==> config.mk <==
export PLATFORM = sky130hd
export DESIGN_NAME = tws_regs
export DESIGN_NICKNAME = d
export VERILOG_FILES = /design/src/tws_pkg.sv /design/src/tws_regs.sv
export VERILOG_INCLUDE_DIRS = /design/src
export SDC_FILE = /design/constraint.sdc
export NUM_CORES = 1
export LEC_CHECK = 0
export ABC_AREA = 1
export BUFFER_PORTS_ARGS = -buffer_cell sky130_fd_sc_hd__buf_2
export CAP_MARGIN = 20
export CORE_ASPECT_RATIO = 0.8
export CORE_MARGIN = 2
export CORE_UTILIZATION = 50
export CTS_CLUSTER_SIZE = 12
export DETAILED_ROUTE_END_ITERATION = 8
export GPL_TIMING_DRIVEN = 0
export PLACE_DENSITY = 0.66
export SLEW_MARGIN = 20
export SYNTH_ARGS = -nofsm -noshare
export SYNTH_HDL_FRONTEND = slang
export SYNTH_SLANG_ARGS = --single-unit
==> constraint.sdc <==
create_clock -name clk -period 6.29 [get_ports clk]
set_input_delay 1.258 -clock clk [delete_from_list [all_inputs] [get_ports clk]]
set_output_delay 1.258 -clock clk [all_outputs]
set_load 0.01 [all_outputs]
==> src/tws_cfg.svh <==
// Constants of the two-wire serial register block
// ---------------------------------------------------------------
// ---------------------------------------------------------------
`ifndef TWS_CFG_SVH
`define TWS_CFG_SVH

// Register indices on the register port
`define TWS_IDX_BRG 3'h0
`define TWS_IDX_STAT 3'h1
`define TWS_IDX_OWN 3'h2
`define TWS_IDX_DATA 3'h3
`define TWS_IDX_CTRL 3'h4

// Control bit positions
`define TWS_C_DONE 7
`define TWS_C_ACK 6
`define TWS_C_STA 5
`define TWS_C_STO 4
`define TWS_C_WC 3
`define TWS_C_EN 2
`define TWS_C_IE 0

// Reset values
`define TWS_RST_BRG 8'h00
`define TWS_RST_DATA 8'hff
`define TWS_RST_OWN 8'hfe
`define TWS_RST_PS 2'h0

// Quarter of the fixed 32-cycle part of the serial clock period
`define TWS_HALF_BASE 15'h0008

// Status codes
`define TWS_S_NOINFO 5'h1f
`define TWS_S_START 5'h01
`define TWS_S_RSTART 5'h02
`define TWS_S_ADDR_ACK 5'h03
`define TWS_S_ADDR_NAK 5'h04
`define TWS_S_DATA_ACK 5'h05
`define TWS_S_DATA_NAK 5'h06
`define TWS_S_ARB_LOST 5'h07
`define TWS_S_RXD_ACK 5'h08
`define TWS_S_RXD_NAK 5'h09
`define TWS_S_SLA_OWN 5'h0a
`define TWS_S_SLA_GC 5'h0b
`define TWS_S_SLA_RD 5'h0c
`define TWS_S_SDATA 5'h0d
`define TWS_S_SSTOP 5'h0e

`endif

==> src/tws_pkg.sv <==
// Types of the two-wire serial register block
package tws_pkg;

    typedef enum logic [2:0] {
        TWS_IDLE,
        TWS_MSTART,
        TWS_MHOLD,
        TWS_MBIT,
        TWS_MSTOP,
        TWS_SBIT
    } tws_fsm_t;

    typedef struct packed {
        tws_fsm_t state;
        logic [1:0] q;
        logic [3:0] bitc;
        logic [14:0] tick;
        logic [7:0] brg;
        logic [1:0] ps;
        logic [7:0] own;
        logic [7:0] shd;
        logic done;
        logic ack_en;
        logic sta;
        logic sto;
        logic wc;
        logic en;
        logic ie;
        logic [4:0] stat;
        logic [4:0] pend;
        logic busy;
        logic rep;
        logic mrx;
        logic stx;
        logic arb;
        logic addr_ph;
        logic ackb;
        logic scl_dr;
        logic sda_dr;
        logic scl_m;
        logic scl_s;
        logic scl_p;
        logic sda_m;
        logic sda_s;
        logic sda_p;
        logic scl_oe;
        logic sda_oe;
        logic irq;
        logic [7:0] rdata;
    } tws_state_t;

endpackage : tws_pkg

==> src/tws_regs.sv <==
// Two-wire serial unit: registers, bit rate generator, master and slave engine
`timescale 1ns/1ps
`default_nettype none
`include "tws_cfg.svh"

module tws_regs
    import tws_pkg::*;
(
    input wire logic clk,
    input wire logic rst_n,
    input wire logic [2:0] addr,
    input wire logic wr_en,
    input wire logic rd_en,
    input wire logic [7:0] wdata,
    output logic [7:0] rdata,
    input wire logic global_irq_enable,
    output logic irq,
    input wire logic scl_i,
    output logic scl_o,
    output logic scl_oe,
    input wire logic sda_i,
    output logic sda_o,
    output logic sda_oe
);

    localparam tws_state_t RST = '{state: TWS_IDLE, brg: `TWS_RST_BRG, ps: `TWS_RST_PS,
        own: `TWS_RST_OWN, shd: `TWS_RST_DATA, stat: `TWS_S_NOINFO, pend: `TWS_S_NOINFO,
        scl_m: 1'b1, scl_s: 1'b1, scl_p: 1'b1, sda_m: 1'b1, sda_s: 1'b1, sda_p: 1'b1,
        default: '0};

    tws_state_t st_r;
    tws_state_t st_nxt;
    logic [14:0] half;
    logic tk;
    logic srise;
    logic sfall;
    logic sta_d;
    logic sto_d;
    logic match;
    logic dbit;

    // ---------------------------------------------------------------
    // Bus events
    // ---------------------------------------------------------------
    assign half = `TWS_HALF_BASE + (15'(st_r.brg) << {st_r.ps, 1'b0});
    assign srise = st_r.scl_s & ~st_r.scl_p;
    assign sfall = ~st_r.scl_s & st_r.scl_p;
    assign sta_d = st_r.scl_s & st_r.scl_p & st_r.sda_p & ~st_r.sda_s;
    assign sto_d = st_r.scl_s & st_r.scl_p & ~st_r.sda_p & st_r.sda_s;
    assign match = st_r.ack_en & ((st_r.shd[7:1] == st_r.own[7:1])
        | (st_r.own[0] & (st_r.shd[7:1] == 7'h00)));
    // Bit to put on the line, 1 meaning released
    assign dbit = (st_r.bitc < 4'h8) ? (st_r.mrx | st_r.shd[7]) : (~st_r.mrx | ~st_r.ack_en);

    // ---------------------------------------------------------------
    // Next state
    // ---------------------------------------------------------------
    always_comb begin
        st_nxt = st_r;
        tk = 1'b0;
        st_nxt.scl_m = scl_i;
        st_nxt.scl_s = st_r.scl_m;
        st_nxt.scl_p = st_r.scl_s;
        st_nxt.sda_m = sda_i;
        st_nxt.sda_s = st_r.sda_m;
        st_nxt.sda_p = st_r.sda_s;
        st_nxt.stat = st_r.done ? st_r.pend : `TWS_S_NOINFO;

        if (wr_en) begin
            case (addr)
                `TWS_IDX_BRG: st_nxt.brg = wdata;
                `TWS_IDX_STAT: st_nxt.ps = wdata[1:0];
                `TWS_IDX_OWN: st_nxt.own = wdata;
                `TWS_IDX_DATA: begin
                    if (st_r.done) begin
                        st_nxt.shd = wdata;
                        st_nxt.wc = 1'b0;
                    end else begin
                        st_nxt.wc = 1'b1;
                    end
                end
                `TWS_IDX_CTRL: begin
                    st_nxt.ack_en = wdata[`TWS_C_ACK];
                    st_nxt.sta = wdata[`TWS_C_STA];
                    st_nxt.sto = wdata[`TWS_C_STO];
                    st_nxt.en = wdata[`TWS_C_EN];
                    st_nxt.ie = wdata[`TWS_C_IE];
                    if (wdata[`TWS_C_DONE]) begin
                        st_nxt.done = 1'b0;
                    end
                end
                default: ;
            endcase
        end

        // Clock stretching by other parties restarts the quarter-period count from zero
        if (st_r.state == TWS_MSTART || st_r.state == TWS_MBIT || st_r.state == TWS_MSTOP) begin
            if (!st_r.scl_dr && !st_r.scl_s) begin
                st_nxt.tick = '0;
            end else if (st_r.tick >= half - 15'h0001) begin
                st_nxt.tick = '0;
                tk = 1'b1;
            end else begin
                st_nxt.tick = st_r.tick + 15'h0001;
            end
        end

        if (!st_r.en) begin
            st_nxt.state = TWS_IDLE;
            st_nxt.scl_dr = 1'b0;
            st_nxt.sda_dr = 1'b0;
            st_nxt.busy = 1'b0;
        end else begin
            if (sta_d) begin
                st_nxt.busy = 1'b1;
            end
            if (sto_d) begin
                st_nxt.busy = 1'b0;
            end
            case (st_r.state)
                TWS_IDLE: begin
                    st_nxt.scl_dr = 1'b0;
                    st_nxt.sda_dr = 1'b0;
                    if (st_r.sto && !st_r.done) begin
                        st_nxt.sto = 1'b0;
                    end else if (sta_d) begin
                        st_nxt.state = TWS_SBIT;
                        st_nxt.bitc = '0;
                        st_nxt.addr_ph = 1'b1;
                        st_nxt.stx = 1'b0;
                        st_nxt.arb = 1'b0;
                    end else if (st_r.sta && !st_r.done && !st_r.busy) begin
                        st_nxt.state = TWS_MSTART;
                        st_nxt.q = '0;
                        st_nxt.tick = '0;
                        st_nxt.rep = 1'b0;
                    end
                end
                TWS_MSTART: begin
                    if (tk) begin
                        st_nxt.q = st_r.q + 2'h1;
                        case (st_r.q)
                            2'h0: st_nxt.sda_dr = 1'b0;
                            2'h1: st_nxt.scl_dr = 1'b0;
                            2'h2: st_nxt.sda_dr = 1'b1;
                            default: begin
                                st_nxt.scl_dr = 1'b1;
                                st_nxt.done = 1'b1;
                                st_nxt.pend = st_r.rep ? `TWS_S_RSTART : `TWS_S_START;
                                st_nxt.state = TWS_MHOLD;
                                st_nxt.addr_ph = 1'b1;
                                st_nxt.mrx = 1'b0;
                            end
                        endcase
                    end
                end
                TWS_MHOLD: begin
                    // Own clock stays low here; software acts before the flag clears
                    if (!st_r.done) begin
                        st_nxt.q = '0;
                        st_nxt.tick = '0;
                        if (st_r.sta) begin
                            st_nxt.state = TWS_MSTART;
                            st_nxt.rep = 1'b1;
                        end else if (st_r.sto) begin
                            st_nxt.state = TWS_MSTOP;
                        end else begin
                            st_nxt.state = TWS_MBIT;
                            st_nxt.bitc = '0;
                        end
                    end
                end
                TWS_MBIT: begin
                    if (tk) begin
                        st_nxt.q = st_r.q + 2'h1;
                        case (st_r.q)
                            2'h0: st_nxt.sda_dr = ~dbit;
                            2'h1: st_nxt.scl_dr = 1'b0;
                            2'h2: begin
                                if (st_r.bitc < 4'h8) begin
                                    st_nxt.shd = {st_r.shd[6:0], st_r.sda_s};
                                    st_nxt.bitc = st_r.bitc + 4'h1;
                                    if (dbit && !st_r.sda_s && !st_r.mrx) begin
                                        // Lost: go on as slave with the same byte
                                        st_nxt.state = TWS_SBIT;
                                        st_nxt.sda_dr = 1'b0;
                                        st_nxt.arb = 1'b1;
                                        st_nxt.stx = 1'b0;
                                    end
                                end else begin
                                    st_nxt.ackb = ~st_r.sda_s;
                                end
                            end
                            default: begin
                                st_nxt.scl_dr = 1'b1;
                                if (st_r.bitc > 4'h8) begin
                                    st_nxt.done = 1'b1;
                                    st_nxt.state = TWS_MHOLD;
                                    st_nxt.addr_ph = 1'b0;
                                    if (st_r.addr_ph) begin
                                        st_nxt.mrx = st_r.shd[0];
                                        st_nxt.pend = st_r.ackb ? `TWS_S_ADDR_ACK : `TWS_S_ADDR_NAK;
                                    end else if (st_r.mrx) begin
                                        st_nxt.pend = st_r.ack_en ? `TWS_S_RXD_ACK : `TWS_S_RXD_NAK;
                                    end else begin
                                        st_nxt.pend = st_r.ackb ? `TWS_S_DATA_ACK : `TWS_S_DATA_NAK;
                                    end
                                end else if (st_r.bitc == 4'h8) begin
                                    st_nxt.bitc = 4'h9;
                                end
                            end
                        endcase
                    end
                end
                TWS_MSTOP: begin
                    if (tk) begin
                        st_nxt.q = st_r.q + 2'h1;
                        case (st_r.q)
                            2'h0: st_nxt.sda_dr = 1'b1;
                            2'h1: st_nxt.scl_dr = 1'b0;
                            2'h2: st_nxt.sda_dr = 1'b0;
                            default: begin
                                st_nxt.sto = 1'b0;
                                st_nxt.state = TWS_IDLE;
                            end
                        endcase
                    end
                end
                TWS_SBIT: begin
                    st_nxt.scl_dr = 1'b0;
                    if (st_r.sto && !st_r.done) begin
                        st_nxt.sto = 1'b0;
                        st_nxt.sda_dr = 1'b0;
                        st_nxt.state = TWS_IDLE;
                    end else if (sto_d) begin
                        st_nxt.sda_dr = 1'b0;
                        st_nxt.state = TWS_IDLE;
                        if (!st_r.addr_ph) begin
                            st_nxt.done = 1'b1;
                            st_nxt.pend = `TWS_S_SSTOP;
                        end
                    end else if (sta_d) begin
                        st_nxt.bitc = '0;
                        st_nxt.addr_ph = 1'b1;
                        st_nxt.stx = 1'b0;
                        st_nxt.sda_dr = 1'b0;
                    end else if (srise && st_r.bitc < 4'h8) begin
                        st_nxt.shd = {st_r.shd[6:0], st_r.sda_s};
                        st_nxt.bitc = st_r.bitc + 4'h1;
                    end else if (sfall && st_r.bitc == 4'h8) begin
                        st_nxt.bitc = 4'h9;
                        st_nxt.sda_dr = 1'b0;
                        if (st_r.addr_ph) begin
                            if (match) begin
                                st_nxt.sda_dr = 1'b1;
                                st_nxt.done = 1'b1;
                                st_nxt.addr_ph = 1'b0;
                                st_nxt.stx = st_r.shd[0];
                                st_nxt.pend = st_r.shd[0] ? `TWS_S_SLA_RD :
                                    (st_r.shd[7:1] == 7'h00) ? `TWS_S_SLA_GC : `TWS_S_SLA_OWN;
                            end else begin
                                st_nxt.state = TWS_IDLE;
                                if (st_r.arb) begin
                                    st_nxt.done = 1'b1;
                                    st_nxt.pend = `TWS_S_ARB_LOST;
                                end
                            end
                        end else if (!st_r.stx) begin
                            st_nxt.sda_dr = st_r.ack_en;
                            st_nxt.done = 1'b1;
                            st_nxt.pend = `TWS_S_SDATA;
                        end
                    end else if (sfall && st_r.bitc == 4'h9) begin
                        st_nxt.bitc = '0;
                        st_nxt.sda_dr = st_r.stx & ~st_r.shd[7];
                    end else if (sfall && st_r.stx && !st_r.addr_ph && st_r.bitc != 4'h0) begin
                        st_nxt.sda_dr = ~st_r.shd[7];
                    end
                end
                default: st_nxt.state = TWS_IDLE;
            endcase
        end

        // Pins only pulled while enabled; the flag stretches the low phase
        st_nxt.scl_oe = st_nxt.en & (st_nxt.scl_dr
            | (st_nxt.done & (st_nxt.state != TWS_IDLE)));
        st_nxt.sda_oe = st_nxt.en & st_nxt.sda_dr;
        st_nxt.irq = st_nxt.done & st_nxt.ie & global_irq_enable;

        if (rd_en) begin
            case (addr)
                `TWS_IDX_BRG: st_nxt.rdata = st_r.brg;
                `TWS_IDX_STAT: st_nxt.rdata = {st_r.stat, 1'b0, st_r.ps};
                `TWS_IDX_OWN: st_nxt.rdata = st_r.own;
                `TWS_IDX_DATA: st_nxt.rdata = st_r.shd;
                `TWS_IDX_CTRL: st_nxt.rdata = {st_r.done, st_r.ack_en, st_r.sta, st_r.sto,
                    st_r.wc, st_r.en, 1'b0, st_r.ie};
                default: st_nxt.rdata = 8'h00;
            endcase
        end
    end

    always_ff @(posedge clk or negedge rst_n) begin
        if (!rst_n) begin
            st_r <= RST;
        end else begin
            st_r <= st_nxt;
        end
    end

    assign rdata = st_r.rdata;
    assign irq = st_r.irq;
    assign scl_oe = st_r.scl_oe;
    assign sda_oe = st_r.sda_oe;
    assign scl_o = 1'b0;
    assign sda_o = 1'b0;
endmodule : tws_regs
`default_nettype wire

==> results.yml <==
run_status:
  status: "completed"
sta:
  fmax_mhz: 272
  tightest_slew_ps: 854
  period_minus_slack_ps: 3680
  clock_skew_ps: 6.48
  layout_setup_ws_ps: 2610
  slew_violations: 0
  grt_setup_unrepaired: "false"
  finalSetupTns_ps: 0
  max_slew_margin_pct: 42.6
  min_period_over_period_pct: 58.5
  finalHoldViolCount: 0
  setup_violations: 0
setup_path:
  crit_required_ps: 6510
  cp_max_fo: 10
  crit_type: "register to register"
  start_kind: "register"
  worst-path-buf-inv: 5
  cp.arrival_ps: 3900
  crit_top_cell: "nor2_1"
  slowest_stage: "dfrtp_1"
  cpLargestDelayFamily: "simple AND/OR/NAND/NOR gates"
  r2r_start: "st_r[59]"
  critPathMaxStageDelay_ps: 370
  crit_start: "st_r[59]"
  end_kind: "register"
clocking:
  cts_buffers: 9
  clk_pin_slew_ps: 70
  worstSkewPairLatency_ps: 360
  cts_buffer_depth: 2
  hold_buffers: 0
  cts_resized: 0
  cts_sinks: 93
  root_buffer: "clkbuf_16"
  cts_tree: "yes"
  h-tree-depth: 3
  postCtsSetupBuffers: 0
synthesis:
  yosysSeqAreaShare_pct: 36.9
  synthAdderAreaFrac_pct: 4.49
  synth-seq-cells: 93
  synth_cell_types: 57
  synth_mux_area_share_pct: 0.352
  synthesis.area_sq_um: 6400
  async_reset_ff_share_pct: 100
  synth_top_family_by_area: "simple AND/OR/NAND/NOR gates"
  avgSynthCellArea_sq_um: 7.28
  synthCells: 880
  synth_xor_area_share_pct: 1.50
  synth-edff-count: 0
  ys.flop_type: "dfrtp_1"
  yosys_warnings: 0
  synthSimpleGateAreaFrac_pct: 27.6
  synth_compound_area_share_pct: 18.5
global_routing:
  track_usage_pct: 26.7
  grt_first_pass_wirelength_mm: 28.5
  grt_max_degree: 66
  grt.overflow.total: 0
  grt_pass1_vias: 5650
  antenna_found_initial: 0
drt:
  drc: 0
  num_vias: 6120
  drt_iter0_markers: 596
  via_per_inst: 5.58
  finalWirelength_mm: 17.5
  final_antenna_net_count: 0
  wire_per_inst_um: 15.9
  drt_pass1_iterations: 5
worst_hold_path:
  min_path_type: "register to register"
  min_from: "st_nxt[15]"
pwr:
  p_sw_share_pct: 41.4
  sequentialPowerShare_pct: 39.0
  p_leak_nw: 3.35
  p_clk_share_pct: 23.9
  power.density_nw_per_um2: 327
  finalPower_w: 0.00232
  ir_drop_v: 0.000205
  pwr-share-comb_pct: 37.1
  switching_power_w: 0.000960
  p_int_w: 0.00136
placed_design:
  portBuffers: 28
  pre_cts_slack_ps: 2650
  hpwl_mm: 13.5
  gp_congestion: 0.961
cells_and_area:
  antenna_cells: 0
  multi_input_area_sq_um: 3370
  fillCellCount: 1203
  drive_gt1_share_pct: 16.2
  register_area_sq_um: 2370
  utilization_pct: 57.4
  syn2layout_area_growth_pct: 10.7
  nets: 962
die:
  boundaryPins: 31
  die_h_um: 105
  die_w_um: 131
  core_area_sq_um: 12300
  start_util_pct: 51.9
  dieArea_sq_um: 13700
  rows: 36
flow_run:
  maxCapViolations: 0
[cell usage in the layout (no fill, tap or decap), types with 10 or more instances in the layout]
master and count:
nand2_1 220, o21ai_0 108, inv_1 107, nor2_1 69, dfrtp_1 62, nand3_1 38, a21oi_1 34, buf_2 32
dfstp_2 31, ha_1 23, o211ai_1 20, o21ai_1 15, nor3_1 15, buf_4 13, nand4_1 12, inv_2 10
xor2_1 10
[cell families (layout without fill, tap and decap cells)]
kind of cell / count (synthesis) / after routing
AOI/OAI and AO/OA: 205 / 205
xor gates and xnor gates: 11 / 11
adders and majority gates: 23 / 23
buffers and inverters: 151 / 196
DFF: 93 / 93
muxes: 2 / 2
other: 2 / 3
and+or+nand+nor: 393 / 393
[stage by stage]
step / cell area (sq um) / cells / hold slack, ps
2_1_floorplan: 6410 / 881 / 345
3_3_place_gp: 6760 / 1080 / 347
3_5_place_dp: 6800 / 1081 / 347
4_1_cts: 7090 / 1097 / 357
5_1_grt: 7090 / 1097 / 363
6_report: 7090 / 1097 / 356
[cells in the mapped netlist, drive strengths merged (18+ instances only)]
library cell | count | area share, %
a21oi | 34 | 2.7
nor3 | 18 | 1.7
nor2 | 80 | 5.5
inv | 118 | 7.0
nand2 | 228 | 14
dfstp | 31 | 13
o21ai | 124 | 9.7
ha | 23 | 4.5
buf | 26 | 3.1
nand3 | 42 | 3.7
o211ai | 20 | 2.3
dfrtp | 62 | 24
[flip-flops by register name, indices dropped and copies added (netlist names)]
name and cells:
st_r 78, rdata 8, st_nxt 4, irq 1, scl_oe 1, sda_oe 1
[power groups by stage]
stage	sequential (W)	combinational, W	clock (W)
6_report	0.000905	0.000859	0.000554
5_1_grt	0.000920	0.000979	0.000592
4_1_cts	0.000898	0.000854	0.000563
3_5_place_dp	0.000909	0.000850	0
3_3_place_gp	0.000902	0.000830	0
2_1_floorplan	0.000855	0.000633	0
[worst paths after layout]
check                             end  slack (ps)  depth (start not counted)
setup / recovery               sda_oe        2610                         28
hold / removal             st_nxt[14]         360                          0
setup reg to reg               sda_oe        2610                         28
hold reg to reg            st_nxt[14]         360                          0
max in group asynchronous    st_r[52]        4860                          2
min in group asynchronous    st_r[17]         760                          1
[cell type report]
type	count	share of cell area, %
Multi-Input combinational cell	637	47.5
Clock inverter	5	0.847
Sequential cell	93	33.4
Inverter	119	6.41
Buffer	32	3.11
Timing Repair Buffer	29	2.45
Clock buffer	11	3.28
Tap cell	171	3.02
[per-layer routing]
| layer | track usage, % | part of all wire (%) |
|---|---|---|
| met1 | 39.3 | 46 |
| met2 | 38.8 | 44 |
| met3 | 6.50 | 7.4 |
| met4 | 8.13 | 2.5 |
| met5 | 0 | 0 |
(Power assumes the default switching activity.)
